File: config.mk
export PLATFORM = sky130hd
export DESIGN_NAME = irda_dma_device_flat
export DESIGN_NICKNAME = d
export VERILOG_FILES = /design/src/irda_dma_pkg.sv /design/src/irda_dma_if.sv /design/src/irda_dma_device.sv /design/src/burst_pacer.sv /design/src/flat_wrapper.sv
export SDC_FILE = /design/constraint.sdc
export NUM_CORES = 1
export LEC_CHECK = 0
export BUFFER_PORTS_ARGS = -buffer_cell sky130_fd_sc_hd__buf_2
export CORE_UTILIZATION = 40
export DETAILED_ROUTE_END_ITERATION = 10
export PLACE_DENSITY = 0.8
export SLEW_MARGIN = 0
export SYNTH_ARGS = -nofsm -noshare
export SYNTH_HDL_FRONTEND = slang
export SYNTH_SLANG_ARGS = --single-unit
File: constraint.sdc
create_clock -name clk -period 2.97 [get_ports clk]
set_input_delay 0.297 -clock clk [delete_from_list [all_inputs] [get_ports clk]]
set_output_delay 0.297 -clock clk [all_outputs]
set_load 0.01 [all_outputs]
File: src/irda_dma_pkg.sv
// Constants, field layouts and types shared by both ends of the infrared DMA link.
// Assumes every user of it runs on one clock and imports it whole.
package irda_dma_pkg;

   // ---------------------------------------------------------------
   // Device register addresses
   // ---------------------------------------------------------------
   localparam logic [31:0] MEDIUM_RATE_CONTROL_ADDR = 32'h0c000060;
   localparam logic [31:0] DMA_TRANSFER_CONFIG_ADDR = 32'h0c000062;
   localparam logic [31:0] DMA_RUN_CONTROL_ADDR = 32'h0c000064;

   // ---------------------------------------------------------------
   // Field positions and values after reset
   // ---------------------------------------------------------------
   localparam int CFG_ACCESS_MODE_BIT = 7;
   localparam int CFG_DIRECTION_BIT = 6;
   localparam int CFG_DEMAND_MSB = 2;
   localparam int CFG_DEMAND_LSB = 0;
   localparam int RUN_BUSY_BIT = 1;
   localparam int RUN_ENABLE_BIT = 0;
   localparam int RATE_STA_LEN_LSB = 5;
   localparam int RATE_PULSE_LSB = 0;
   localparam logic [15:0] CFG_RESET = 16'h0000;
   localparam logic [15:0] RUN_RESET = 16'h0000;
   localparam logic [2:0] DEMAND_FREE = 3'h7;
   localparam logic [2:0] RATE_STA_LEN_KEEP = 3'h2;
   localparam logic [4:0] PULSE_WIDTH_FULL = 5'h09;
   localparam logic [4:0] PULSE_WIDTH_HALF = 5'h14;

   // ---------------------------------------------------------------
   // Master's own register offsets and memory
   // ---------------------------------------------------------------
   localparam logic [7:0] HOST_CFG_OFS = 8'h00;
   localparam logic [7:0] HOST_RUN_OFS = 8'h04;
   localparam logic [7:0] HOST_RATE_OFS = 8'h08;
   localparam logic [7:0] HOST_PTR_OFS = 8'h0c;
   localparam logic [7:0] HOST_PEEK_OFS = 8'h10;
   localparam logic [1:0] HOST_MEM_TAG = 2'h1;
   localparam int MEM_DEPTH = 16;
   localparam int MEM_AW = 4;
   localparam int LEVEL_W = 4;
   localparam logic [MEM_AW-1:0] PTR_RESET = 4'h0;
   localparam logic [15:0] WORD_RESET = 16'h0000;

   // ---------------------------------------------------------------
   // Types
   // ---------------------------------------------------------------
   typedef enum logic [0:0] {
      PACE_IDLE = 1'b0,
      PACE_BURST = 1'b1
   } pace_state_t;

endpackage

File: src/irda_dma_if.sv
// Link between the infrared unit's DMA control and the system DMA master.
// Assumes both ends share one clock; the master drives register accesses and acks.
`timescale 1ns/100ps
interface irda_dma_if;
   logic [31:0] reg_addr;
   logic [15:0] reg_wdata;
   logic reg_wr;
   logic reg_rd;
   logic [15:0] reg_rdata;
   logic dma_req;
   logic dma_ack;
   logic dma_dir;
   logic dma_busy;
   logic [15:0] dma_wdata;
   logic [15:0] dma_rdata;

   modport device (
      input reg_addr,
      input reg_wdata,
      input reg_wr,
      input reg_rd,
      output reg_rdata,
      output dma_req,
      input dma_ack,
      output dma_dir,
      output dma_busy,
      input dma_wdata,
      output dma_rdata
   );

   modport master (
      output reg_addr,
      output reg_wdata,
      output reg_wr,
      output reg_rd,
      input reg_rdata,
      input dma_req,
      output dma_ack,
      input dma_dir,
      input dma_busy,
      output dma_wdata,
      input dma_rdata
   );
endinterface

File: src/irda_dma_device.sv
// DMA control of the infrared unit: configuration, run control and request pacing.
// Assumes the master obeys the link handshake and the FIFOs sit outside this block.
//
// Implementation choice: the plain strobed port.
`timescale 1ns/100ps

// Behaviour
// - Reserved bits read zero, written as zero.
// - Access mode bit written zero, reads zero.
// - Direction zero: memory to transmit; one: receive.
// - Demand codes give one to seven; seven free.
// - Configuration untouched while any DMA runs.
// - Full medium rate uses pulse width 01001.
// - Half medium rate uses pulse width 10100.
// - Medium-rate control untouched during traffic.
// - Writing enable one starts the transfer.
// - Writing enable zero never stops a transfer.
// - Busy sets with enable, zero when idle.
// - Busy clears on frame status or tx end; here tx end clears it in transmit direction only.
module irda_dma_device
   import irda_dma_pkg::*;
(
   input wire logic clk,
   input wire logic reset_n,
   input wire logic ce,
   irda_dma_if.device bus,
   input wire logic [LEVEL_W-1:0] tx_space,
   output logic tx_push,
   output logic [15:0] tx_data,
   input wire logic [LEVEL_W-1:0] rx_count,
   input wire logic [15:0] rx_data,
   output logic rx_pop,
   input wire logic frame_status_set,
   input wire logic tx_frame_done,
   output logic transfer_direction,
   output logic [2:0] burst_demand_size,
   output logic busy
);

   // ---------------------------------------------------------------
   // Register state
   // ---------------------------------------------------------------
   logic enable;
   logic cfg_hit;
   logic run_hit;
   logic cfg_write;
   logic run_write;
   logic busy_set;
   logic busy_clear;
   logic [15:0] cfg_view;
   logic [15:0] run_view;
   logic [15:0] next_rdata;
   logic [LEVEL_W-1:0] pace_level;
   logic unit_taken;
   logic tx_taken;

   // ---------------------------------------------------------------
   // Address decode
   // ---------------------------------------------------------------
   always_comb
   begin
      cfg_hit = 1'b0;
      run_hit = 1'b0;
      if (bus.reg_addr == DMA_TRANSFER_CONFIG_ADDR)
         cfg_hit = 1'b1;
      else if (bus.reg_addr == DMA_RUN_CONTROL_ADDR)
         run_hit = 1'b1;
   end

   assign cfg_write = bus.reg_wr && cfg_hit;
   assign run_write = bus.reg_wr && run_hit;

   // ---------------------------------------------------------------
   // Transfer configuration
   // ---------------------------------------------------------------
   // Only the direction and demand bits are stored; the access mode bit and
   // the reserved bits have no flip-flop behind them, so they cannot stick.
   // Writes are taken even while busy: keeping
   // the configuration still in a transfer is the
   // master's duty, and it drops such writes.
   always_ff @(posedge clk or negedge reset_n)
   begin
      if (!reset_n)
      begin
         transfer_direction <= CFG_RESET[CFG_DIRECTION_BIT];
         burst_demand_size <= CFG_RESET[CFG_DEMAND_MSB:CFG_DEMAND_LSB];
      end
      else if (ce && cfg_write)
      begin
         transfer_direction <= bus.reg_wdata[CFG_DIRECTION_BIT];
         burst_demand_size <= bus.reg_wdata[CFG_DEMAND_MSB:CFG_DEMAND_LSB];
      end
   end

   // ---------------------------------------------------------------
   // Run control
   // ---------------------------------------------------------------
   always_ff @(posedge clk or negedge reset_n)
   begin
      if (!reset_n)
         enable <= RUN_RESET[RUN_ENABLE_BIT];
      else if (ce && run_write)
         enable <= bus.reg_wdata[RUN_ENABLE_BIT];
   end

   // Writing one is the trigger; writing zero only clears the enable bit and
   // leaves busy alone, so a running transfer goes on to its own end.
   assign busy_set = run_write && bus.reg_wdata[RUN_ENABLE_BIT];
   // The end of transmit data only counts for the transmit direction.
   assign busy_clear = frame_status_set || (tx_frame_done && !transfer_direction);

   // A start in the same cycle as a completion wins, so no trigger is lost.
   always_ff @(posedge clk or negedge reset_n)
   begin
      if (!reset_n)
         busy <= RUN_RESET[RUN_BUSY_BIT];
      else if (ce)
      begin
         if (busy_set)
            busy <= 1'b1;
         else if (busy_clear)
            busy <= 1'b0;
      end
   end

   // ---------------------------------------------------------------
   // Register read back
   // ---------------------------------------------------------------
   always_comb
   begin
      cfg_view = 16'h0000;
      cfg_view[CFG_ACCESS_MODE_BIT] = 1'b0;
      cfg_view[CFG_DIRECTION_BIT] = transfer_direction;
      cfg_view[CFG_DEMAND_MSB:CFG_DEMAND_LSB] = burst_demand_size;
      run_view = 16'h0000;
      run_view[RUN_BUSY_BIT] = busy;
      run_view[RUN_ENABLE_BIT] = enable;
   end

   always_comb
   begin
      next_rdata = 16'h0000;
      if (cfg_hit)
         next_rdata = cfg_view;
      else if (run_hit)
         next_rdata = run_view;
   end

   // Read data stand in the cycle after the strobe and then return to zero.
   always_ff @(posedge clk or negedge reset_n)
   begin
      if (!reset_n)
         bus.reg_rdata <= WORD_RESET;
      else if (ce)
      begin
         if (bus.reg_rd)
            bus.reg_rdata <= next_rdata;
         else
            bus.reg_rdata <= WORD_RESET;
      end
   end

   // ---------------------------------------------------------------
   // Request pacing
   // ---------------------------------------------------------------
   // The level must drop the cycle after each unit.
   assign pace_level = transfer_direction ? rx_count : tx_space;

   burst_pacer burst_pacer_i (
      .clk(clk),
      .reset_n(reset_n),
      .ce(ce),
      .busy(busy),
      .demand(burst_demand_size),
      .level(pace_level),
      .ack(unit_taken),
      .req(bus.dma_req)
   );

   assign unit_taken = bus.dma_ack && bus.dma_req;
   assign tx_taken = unit_taken && !transfer_direction;

   // ---------------------------------------------------------------
   // Data ports
   // ---------------------------------------------------------------
   // Transmit units are registered once, which adds a cycle of latency but
   // keeps the framing side away from the master's combinational paths.
   always_ff @(posedge clk or negedge reset_n)
   begin
      if (!reset_n)
      begin
         tx_push <= 1'b0;
         tx_data <= WORD_RESET;
      end
      else if (ce)
      begin
         tx_push <= tx_taken;
         if (tx_taken)
            tx_data <= bus.dma_wdata;
      end
   end

   // The receive head is already a FIFO register; it is passed straight on.
   assign rx_pop = unit_taken && transfer_direction && ce;
   assign bus.dma_rdata = rx_data;
   assign bus.dma_dir = transfer_direction;
   assign bus.dma_busy = busy;

endmodule

File: src/burst_pacer.sv
// Paces transfer requests in bursts of the programmed demand size.
// Assumes the level input counts units ready, updated the cycle after each ack.
`timescale 1ns/100ps
module burst_pacer
   import irda_dma_pkg::*;
(
   input wire logic clk,
   input wire logic reset_n,
   input wire logic ce,
   input wire logic busy,
   input wire logic [2:0] demand,
   input wire logic [LEVEL_W-1:0] level,
   input wire logic ack,
   output logic req
);

   pace_state_t state;
   logic [LEVEL_W-1:0] remaining;
   logic [LEVEL_W-1:0] size;
   logic free_size;
   logic enough;

   // ---------------------------------------------------------------
   // Demand decode
   // ---------------------------------------------------------------
   assign free_size = (demand == DEMAND_FREE);
   assign size = {1'b0, demand} + 4'h1;
   assign enough = free_size ? (level != 4'h0) : (level >= size);

   // ---------------------------------------------------------------
   // Burst sequencing
   // ---------------------------------------------------------------
   always_ff @(posedge clk or negedge reset_n)
   begin
      if (!reset_n)
      begin
         state <= PACE_IDLE;
         remaining <= 4'h0;
      end
      else if (ce)
      begin
         case (state)
            PACE_IDLE:
            begin
               if (busy && enough)
               begin
                  state <= PACE_BURST;
                  remaining <= size;
               end
            end
            PACE_BURST:
            begin
               if (!busy)
                  state <= PACE_IDLE;
               else if (ack)
               begin
                  remaining <= remaining - 4'h1;
                  // A free burst ends when the unit runs out, not on a count.
                  if (free_size ? (level == 4'h1) : (remaining == 4'h1))
                     state <= PACE_IDLE;
               end
            end
            default:
               state <= PACE_IDLE;
         endcase
      end
   end

   assign req = (state == PACE_BURST) && busy;

endmodule

File: src/flat_wrapper.sv
// flat-port wrapper written by rule: the top's interface ports become plain ports
module irda_dma_device_flat import irda_dma_pkg::*;
  (clk, reset_n, ce, tx_space, tx_push, tx_data, rx_count, rx_data, rx_pop, frame_status_set, tx_frame_done, transfer_direction, burst_demand_size, busy, bus_reg_addr, bus_reg_wdata, bus_reg_wr, bus_reg_rd, bus_reg_rdata, bus_dma_req, bus_dma_ack, bus_dma_dir, bus_dma_busy, bus_dma_wdata, bus_dma_rdata);
  irda_dma_if bus_i ();
  input wire logic clk;
  input wire logic reset_n;
  input wire logic ce;
  input wire logic [LEVEL_W-1:0] tx_space;
  output logic tx_push;
  output logic [15:0] tx_data;
  input wire logic [LEVEL_W-1:0] rx_count;
  input wire logic [15:0] rx_data;
  output logic rx_pop;
  input wire logic frame_status_set;
  input wire logic tx_frame_done;
  output logic transfer_direction;
  output logic [2:0] burst_demand_size;
  output logic busy;
  input wire logic [$bits(bus_i.reg_addr)-1:0] bus_reg_addr;
  input wire logic [$bits(bus_i.reg_wdata)-1:0] bus_reg_wdata;
  input wire logic [$bits(bus_i.reg_wr)-1:0] bus_reg_wr;
  input wire logic [$bits(bus_i.reg_rd)-1:0] bus_reg_rd;
  output wire logic [$bits(bus_i.reg_rdata)-1:0] bus_reg_rdata;
  output wire logic [$bits(bus_i.dma_req)-1:0] bus_dma_req;
  input wire logic [$bits(bus_i.dma_ack)-1:0] bus_dma_ack;
  output wire logic [$bits(bus_i.dma_dir)-1:0] bus_dma_dir;
  output wire logic [$bits(bus_i.dma_busy)-1:0] bus_dma_busy;
  input wire logic [$bits(bus_i.dma_wdata)-1:0] bus_dma_wdata;
  output wire logic [$bits(bus_i.dma_rdata)-1:0] bus_dma_rdata;
  assign bus_i.reg_addr = bus_reg_addr;
  assign bus_i.reg_wdata = bus_reg_wdata;
  assign bus_i.reg_wr = bus_reg_wr;
  assign bus_i.reg_rd = bus_reg_rd;
  assign bus_reg_rdata = bus_i.reg_rdata;
  assign bus_dma_req = bus_i.dma_req;
  assign bus_i.dma_ack = bus_dma_ack;
  assign bus_dma_dir = bus_i.dma_dir;
  assign bus_dma_busy = bus_i.dma_busy;
  assign bus_i.dma_wdata = bus_dma_wdata;
  assign bus_dma_rdata = bus_i.dma_rdata;
  irda_dma_device u_core (.clk(clk), .reset_n(reset_n), .ce(ce), .bus(bus_i), .tx_space(tx_space), .tx_push(tx_push), .tx_data(tx_data), .rx_count(rx_count), .rx_data(rx_data), .rx_pop(rx_pop), .frame_status_set(frame_status_set), .tx_frame_done(tx_frame_done), .transfer_direction(transfer_direction), .burst_demand_size(burst_demand_size), .busy(busy));
endmodule
== Yosys cells after proc, flatten, opt, wreduce, memory -nomap -nowiden ==
Cells that the tools add are included.

* $add $sub $neg: 2
* Order comparisons: 1
* Eq/ne operators: 8
* Muxes and demuxes: 20
* Bitwise operators: 1
* Reductions and logical operators: 19

{| class="wikitable"
|+ Operators with widths
! operator !! count
|-
| 32-bit by 28-bit equality test with 1-bit output, second input constant || 2
|-
| 16-bit 2-to-1 mux || 2
|-
| 4-bit 2-to-1 mux || 4
|-
| 1-bit logical AND || 12
|-
| 1-bit 2-to-1 mux || 11
|-
| 4-bit by 1-bit equality test with 1-bit output, second input constant || 2
|-
| 4-bit case mux with 2 select lines || 1
|-
| 3-bit by 1-bit adder with 4-bit output, second input constant || 1
|-
| 4-bit >= comparator || 1
|-
| 2-bit by 1-bit inequality test with 1-bit output, second input constant || 2
|-
| 2-bit AND reduction || 2
|-
| 4-bit AND reduction || 1
|-
| 4-bit nonzero test || 1
|-
| 4-bit by 1-bit subtractor with 4-bit output, second input constant || 1
|-
| 3-bit equality test, second input constant || 1
|-
| 2-bit 2-to-1 mux || 1
|-
| 2-bit inequality test, second input constant || 1
|-
| 1-bit case mux with 2 select lines || 1
|-
| 2-bit nonzero test || 1
|-
| 1-bit logical NOT || 1
|-
| 1-bit logical OR || 1
|-
| 1-bit inverter || 1
|}

* Register bits: 44
* Input bits: 96
* Output and inout port bits: 58
* Logic and storage cells: 60

== Logic depth before layout (Yosys ltp) ==
Gate-level depths: netlist (run 1).

* Word-level depth: 7
* Gate-level depth with buffers: 9
* Depth with buffers taken out: 9

== Cells and area by module ==
From an unflattened synthesis (run 1), not the netlist that was laid out.

* Cells, all modules: 175
* Area total of the unflattened synthesis: 1,954.4 sq um

{| class="wikitable"
|+ By module, submodules not included
! module !! times used !! cells each !! area each (sq um) !! sequential area each (sq um)
|-
| irda_dma_device || 1 || 119 || 1,445.1 || 675.6
|-
| burst_pacer || 1 || 56 || 509.2 || 125.1
|}

== Worst setup path before layout (run 1) ==
No wires, ideal clock.

* Path type: flip-flop to flip-flop
* From: register u_core.burst_demand_size[0]
* To: register u_core.burst_pacer_i.remaining[2]
* Library setup time: 0.126 ns
* Data arrival time: 2.268 ns
* Data required time: 2.844 ns
* Slack: 0.575 ns
* Stages on the path, launching flop included: 9
* Buffers on the path: 0
* Clock period less this slack: 2.395 ns
* Cells stage by stage: dfrtp_1 ha_1 ha_1 inv_1 ha_1 or4_1 a21oi_2 nor4_4 a311o_1

* Cells in the longest elaborated chain, start to end: 6

{| class="wikitable"
|+ Ends and longest elaborated chain
! what !! RTL line !! RTL
|-
| start: declaration || irda_dma_device.sv:36 || <nowiki>output logic [2:0] burst_demand_size,</nowiki>
|-
| start signal: assignment || irda_dma_device.sv:86 || <nowiki>burst_demand_size <= CFG_RESET[CFG_DEMAND_MSB:CFG_DEMAND_LSB];</nowiki>
|-
| start signal: assignment || irda_dma_device.sv:91 || <nowiki>burst_demand_size <= bus.reg_wdata[CFG_DEMAND_MSB:CFG_DEMAND_LSB];</nowiki>
|-
| 3-bit by 1-bit adder with 4-bit output || burst_pacer.sv:27 || <nowiki>assign size = {1'b0, demand} + 4'h1;</nowiki>
|-
| 4-bit >= comparator || burst_pacer.sv:28 || <nowiki>assign enough = free_size ? (level != 4'h0) : (level >= size);</nowiki>
|-
| 1-bit 2-to-1 mux || burst_pacer.sv:28 ||
|-
| 1-bit logical AND || burst_pacer.sv:45 || <nowiki>if (busy && enough)</nowiki>
|-
| 2-bit inequality test (no source line) || - ||
|-
| 4-bit AND reduction (no source line) || - ||
|-
| end signal: assignment || burst_pacer.sv:48 || <nowiki>remaining <= size;</nowiki>
|-
| end signal: assignment || burst_pacer.sv:57 || <nowiki>remaining <= remaining - 4'h1;</nowiki>
|-
| end: declaration || burst_pacer.sv:18 || <nowiki>logic [LEVEL_W-1:0] remaining;</nowiki>
|}

Parallel ways exist; a longest one is shown, timed or not. The select of a mux whose other input is x is not followed.
A chain may end at the register's enable or synchronous reset.

== Worst setup path in the final report (run 1) ==
Ends and elaborated chain as after synthesis.

==> metrics, run 1 <==
status complete, no violations; Yosys cell types 45; Post-synth top flop dfrtp_1; layout cell share with drive strength beyond 1 0.487; initial antenna violation count 0; clk slew on worst S/H paths 0.07 ns; Max Cap Viol 0; vias in the first global route 1657; unrepaired setup endpoints after global routing false; Core Rows 25; worst reg2reg endpoint u_core.burst_pacer_i.remaining[2]$_DFFE_PN0P_; CP required 3.13 ns; Area Growth Syn to Fin 21.9%; sequential power share 0.504; CTS tree done; critical path class flop to flop; clock buffers created by TritonCTS 5; Post-synth ARST share 1.00; Hold WC Path Type input pin to async pin; starting density of the core 0.423; sequential area share after synthesis 0.396; Mapped Area 2020 µm²; clock root buffer clkbuf_8; R2R Setup Slk 0.41 ns; CTS Buffer Depth 2; clk sinks 32; WL final 4.51 mm; Post-synth EDFFs 0; Hold Slack 0.0748 ns; Worst Max-Slew Pin Slew 0.724 ns; final setup violation count 0; Final Hold Vio Count 0; CP Launch Type flop; Sw Share 0.230; largest net degree at the start of global routing 33; Largest delay share family, worst path adder cells; critical path's largest stage delay 0.54 ns; peak supply drop 0.187 mV; final worst-path cycle share 0.862; CP max FO 7; synthesized area per cell 10.7 µm²; DP HPWL 3.66 mm; Final Max Tran Viols 0; post-synth top area cell dfrtp_1; first-pass GRT wire length 7.13 mm; fmax 0.391 GHz; Die X 73.1 µm; DR vias 1640; Combinational Power Share 0.098; clk_skew 0.00390 ns; TritonRoute pass-1 iters 4; CP max-delay cell or4_1; critical path, cell by cell ha_1, ha_1, inv_1, ha_1, or4_1, a21oi_2, nor4_4, a311o_1; Final Net Count 374; Slew HR 0.518; Core Util, Final 0.516; final worst path period need 2.56 ns; Residual DRC 0; final instance area 2470 µm²; Crit path top cell by count ha_1; hold_buf cts 0; H-tree depth 2; die height 73.1 µm; DR WL/cell 13.4 µm; Die ar. 5350 µm²; later-pin clock latency in the skew report 0.28 ns; 1st-iter DRT viols 64; ANT cells 0; Post-Syn Instances 190; Global Route Usage Sum 0.176; Worst EP arrival 2.71 ns; Sw Pwr 0.199 mW; Placer Congestion 0.808; top cells by area, synth dfrtp_1 (40%), buf_4 (11%), mux2_2 (9.5%), ha_1 (4.9%), mux2_4 (3.0%); worst slack at placement 0.444 ns; top cell type's share of synthesized area 0.396; GRT overflow 0; worst setup slack after layout 0.411 ns; Seq cells post-synth 32; Ys Warns 0; Power Density 350 nW/µm²; Placeable Area 4790 µm²; RR Startpoint u_core.burst_demand_size[0]$_DFFE_PN0P_; Crit. End Element flop; P_leak 1.32 nW; Post-DP Area 2370 µm²; antenna viol nets, final 0; PortBufs 97; setup_tns 0 ns; P_int 0.666 mW; Post-CTS Setup Bufs 0; R2R depth 8; I/O pins 154; post-CTS sizing 0; clock group share of total power 0.398; CP Buf/Inv Count 1; DR vias/cell 4.85
state kept, by name, summed over array words and instances, names as in the netlist:
register                        count
u_core.burst_pacer_i.state          1
u_core.bus.reg_rdata                4
u_core.burst_demand_size            3
u_core.burst_pacer_i.remaining      4
u_core.tx_push                      1
u_core.bus.dma_dir                  1
u_core.bus.dma_busy                 1
u_core.tx_data                     16
u_core.enable                       1
power groups by stage:
stage	clock (mW)	combinational, mW	sequential, mW
global route	0.375	0.0948	0.435
floorplan	0	0.0609	0.444
detailed placement	0	0.0854	0.444
CTS	0.359	0.0855	0.436
global placement	0	0.0830	0.444
finish	0.344	0.0847	0.436
through the flow:
stage / std cells / power, mW
floorplan: 201 / 0.505
global placement: 330 / 0.527
detailed placement: 330 / 0.529
CTS: 338 / 0.880
global route: 338 / 0.906
finish: 338 / 0.865
Yosys cell counts (all sizes together) (5+ instances only):
library cell,n
o21ai,6
nor4,5
o22ai,5
ha,8
inv,11
nand2,11
nor4b,5
buf,35
dfrtp,32
mux2,23
cells in the final DEF (no fill, tap or decap), drive strengths merged:
cell      netlist  routed
o21ai           6       6
buf            35      98
nand2b          3       3
a311o           1       1
inv            11      11
dfrtp          32      32
and2            4       4
o211ai          1       1
nor4            5       5
nor3            4       4
nand3           3       3
mux2i           3       3
o211a           1       1
nand3b          1       1
nand4           2       2
a21oi           3       3
conb            1      12
a22oi           2       2
a31oi           1       1
o21a            2       2
o2bb2ai         1       1
o22ai           5       5
or4bb           1       1
clkbuf          1       7
mux2           23      23
nor2b           3       3
and3            2       2
and4            2       2
nor2            4       4
a21boi          2       2
nor4b           5       5
or4             1       1
clkinvlp        0       1
ha              8       8
nand2          11      11
metal layers:
metal | up-vias | global-route usage | routed length (µm)
met1 | 768 | 0.188 | 1750
met4 | 0 | 0.0610 | 48
met5 | - | 0 | 0
li1 | 792 | - | -
met2 | 74 | 0.334 | 2460
met3 | 6 | 0.0414 | 250
worst max path at each step:
| stage | depth (start not counted) | slack (ns) | startpoint | end |
|---|---|---|---|---|
| floorplan | 8 | 0.58 | u_core.burst_demand_size[0]$_DFFE_PN0P_ | u_core.burst_pacer_i.remaining[2]$_DFFE_PN0P_ |
| global placement | 8 | 0.52 | u_core.burst_demand_size[0]$_DFFE_PN0P_ | u_core.burst_pacer_i.remaining[2]$_DFFE_PN0P_ |
| detailed placement | 8 | 0.44 | u_core.burst_demand_size[0]$_DFFE_PN0P_ | u_core.burst_pacer_i.remaining[2]$_DFFE_PN0P_ |
| CTS | 8 | 0.43 | u_core.burst_demand_size[0]$_DFFE_PN0P_ | u_core.burst_pacer_i.remaining[2]$_DFFE_PN0P_ |
| global route | 8 | 0.29 | u_core.burst_demand_size[0]$_DFFE_PN0P_ | u_core.burst_pacer_i.remaining[2]$_DFFE_PN0P_ |
| finish | 8 | 0.41 | u_core.burst_demand_size[0]$_DFFE_PN0P_ | u_core.burst_pacer_i.remaining[2]$_DFFE_PN0P_ |
layout make-up:
class                      instances  area [µm²]
clock buffer                       7        86.3
clock inverter                     1        7.51
fill                             446        2320
inverter                          11        41.3
multi-input combinational        122         955
sequential                        32         801
tap                               67        83.8
timing repair buffer              98         493
cell families (layout without fill, tap and decap cells):
family,Yosys count,in the layout,synth area share
muxes,26,26,0.150
other,1,12,0.00185
DFF,32,32,0.396
buffers and inverters,47,117,0.153
adders and majority gates,8,8,0.0494
and+or+nand+nor,51,51,0.167
AOI/OAI and AO/OA,25,25,0.0828
Note: power is estimated with default switching activity, not from simulation.
==> run 2, diff against run 1 <==
- CORE_UTILIZATION: 40 -> 43
- PLACE_DENSITY: 0.8 -> 0.86
- clock period: 2.97 -> 3.2 ns (I/O delays scaled with it)
==> run 2 against run 1 <==
  * Sequential share of layout area grew 0.33 points
  * The run now ends with DRC left
  * Die area shrank 6.8%
  * First-iteration DRC count grew 30%
  * Non-clock buffer count is the same
  * Power shrank 8.4%
  * Largest power group unchanged
  * Global-route usage grew 2.5 points
==> metrics, run 2 (synthesized netlist as in run 1, its figures left out) <==
Die ar. 4990 µm² (-6.8%); setup_tns 0 ns (unchanged); largest registers u_core.tx_data (16), u_core.burst_pacer_i.remaining (4), u_core.bus.reg_rdata (4); max FFs per register 16 (unchanged); Crit. End Element flop; Crit path top cell by count ha_1; placed instance count 315 (-4.5%); unrepaired setup endpoints after global routing false; Core Rows 24 (-4.0%); Residual DRC 12 (+12); Post-CTS Setup Bufs 0 (unchanged); later-pin clock latency in the skew report 0.29 ns (about the same); CP Depth 8 (unchanged); clk sinks 32 (unchanged); worst slack at placement 0.671 ns (+0.226 ns); Slew HR 0.513 (-0.00442); Global Route Usage Sum 0.201 (+0.0253); CP required 3.37 ns (+0.24 ns); Hold WC Path Type input pin to async pin; Finished Layout Cells 323 (-4.4%); post-CTS sizing 0 (unchanged); 1st-iter DRT viols 83 (+30%); CP max FO 7 (unchanged); Final Max Tran Viols 0 (unchanged); P_leak 1.33 nW (+0.26%); CTS Buffer Depth 2 (unchanged); TritonRoute pass-1 iters 8 (+4); Worst Max-Slew Pin Slew 0.730 ns (+0.00663 ns); peak supply drop 0.189 mV (+1.0%); Placeable Area 4440 µm² (-7.1%); critical path class flop to flop; DR WL/cell 14.7 µm (+10%); I/O pins 154 (unchanged); Power Density 324 nW/µm² (-7.4%); Die X 70.6 µm (-3.5%); largest net degree at the start of global routing 33 (unchanged); RR Startpoint u_core.burst_demand_size[0]$_DFFE_PN0P_; final worst-path cycle share 0.788 (-0.0740); final setup violation count 0 (unchanged); clk_skew 0.00262 ns (-0.00129 ns); hold_buf cts 0 (unchanged); fmax 0.397 GHz (+1.5%); Worst EP arrival 2.69 ns (-0.02 ns); Biggest register u_core.tx_data; Area Growth Syn to Fin 20.6%; CP max-delay cell or4_1; die height 70.6 µm (-3.5%); Final Hold Vio Count 0 (unchanged); worst setup slack after layout 0.680 ns (+0.269 ns); GRT overflow 0 (unchanged); layout cell share with drive strength beyond 1 0.491 (+0.00369); DP HPWL 3.82 mm (+4.4%); status finished with violations; PortBufs 97 (unchanged); R2R depth 8 (unchanged); Max Cap Viol 0 (unchanged); vias in the first global route 1697 (+2.4%); Placer Congestion 0.819 (+1.3%); first-pass GRT wire length 7.60 mm (+6.6%); initial antenna violation count 0 (unchanged); WL final 4.76 mm (+5.4%); CTS tree done; Largest delay share family, worst path adder cells; clock root buffer clkbuf_8; failing checks DRC; CP Buf/Inv Count 1 (unchanged); H-tree depth 2 (unchanged); DR vias/cell 5.17 (+6.6%); antenna viol nets, final 0 (unchanged); final worst path period need 2.52 ns (-0.0386 ns); clock buffers created by TritonCTS 5 (unchanged); ANT cells 0 (unchanged); clk slew on worst S/H paths 0.07 ns (about the same); commonest non-fill, non-tap cell in the layout buf_2; starting density of the core 0.456 (+0.0325); critical path's largest stage delay 0.55 ns (about the same); Layout fillers 410 (-8.1%); commonest non-fill, non-tap cells in the layout buf_2 (97), dfrtp_1 (32), mux2_2 (17); CP Launch Type flop; CP Launch Point u_core.burst_demand_size[0]$_DFFE_PN0P_; DR vias 1670 (+1.8%); Final Net Count 374 (unchanged); critical path, cell by cell ha_1, ha_1, inv_1, ha_1, or4_1, a21oi_2, nor4_4, a311o_1
[run 2: cell types whose count changed in the layout (fill, tap and decap cells not counted), sizes merged]
cell,before,now
clkinvlp,1,0
clkinv,0,3
clkbuf,7,5
[run 2: final timing paths]
kind	to	slack, ns
setup / recovery	u_core.burst_pacer_i.remaining[2]$_DFFE_PN0P_	0.68
hold / removal	u_core.burst_pacer_i.state$_DFFE_PN0P_	0.09
setup reg to reg	u_core.burst_pacer_i.remaining[2]$_DFFE_PN0P_	0.68
hold reg to reg	u_core.tx_data[14]$_DFFE_PN0P_	0.48
max in group asynchronous	u_core.tx_data[5]$_DFFE_PN0P_	2.65
min in group clk	u_core.tx_data[14]$_DFFE_PN0P_	0.25
[run 2: area by class of cell]
| type | count | area, µm² | area share |
|---|---|---|---|
| well taps | 52 | 65.1 | 0.0266 |
| clock buffers | 5 | 68.8 | 0.0282 |
| repair buffers | 98 | 493 | 0.202 |
| clock inverters | 3 | 18.8 | 0.00768 |
| multi-input cells | 122 | 955 | 0.391 |
| inverters | 11 | 41.3 | 0.0169 |
| flip-flops and latches | 32 | 801 | 0.328 |
[run 2: per-stage QoR]
step / hold slack [ns] / area, µm² / power [mW] / util
after floorplan: 0.0244 / 2070 / 0.469 / -
after global placement: 0.409 / 2350 / 0.489 / 0.530
after detailed placement: 0.428 / 2350 / 0.492 / 0.530
after CTS: 0.121 / 2440 / 0.804 / 0.550
after global routing: 0.143 / 2440 / 0.832 / 0.550
final: 0.0860 / 2440 / 0.792 / 0.550
[run 2: power breakdown]
| part | internal (mW) | switching [mW] | leakage [nW] |
|---|---|---|---|
| registers | 0.404 | 0.000000000648 | 0.437 |
| logic | 0.0394 | 0.0403 | 0.843 |
| clock network | 0.151 | 0.157 | 0.0479 |
| total | 0.595 | 0.197 | 1.33 |
[run 2: per-layer routing]
metal	up-vias	share of wire	global-route usage
met3	7	0.076	0.0584
met2	91	0.56	0.401
met4	0	0.016	0.0644
met1	783	0.34	0.198
met5	-	0	0
li1	789	-	-
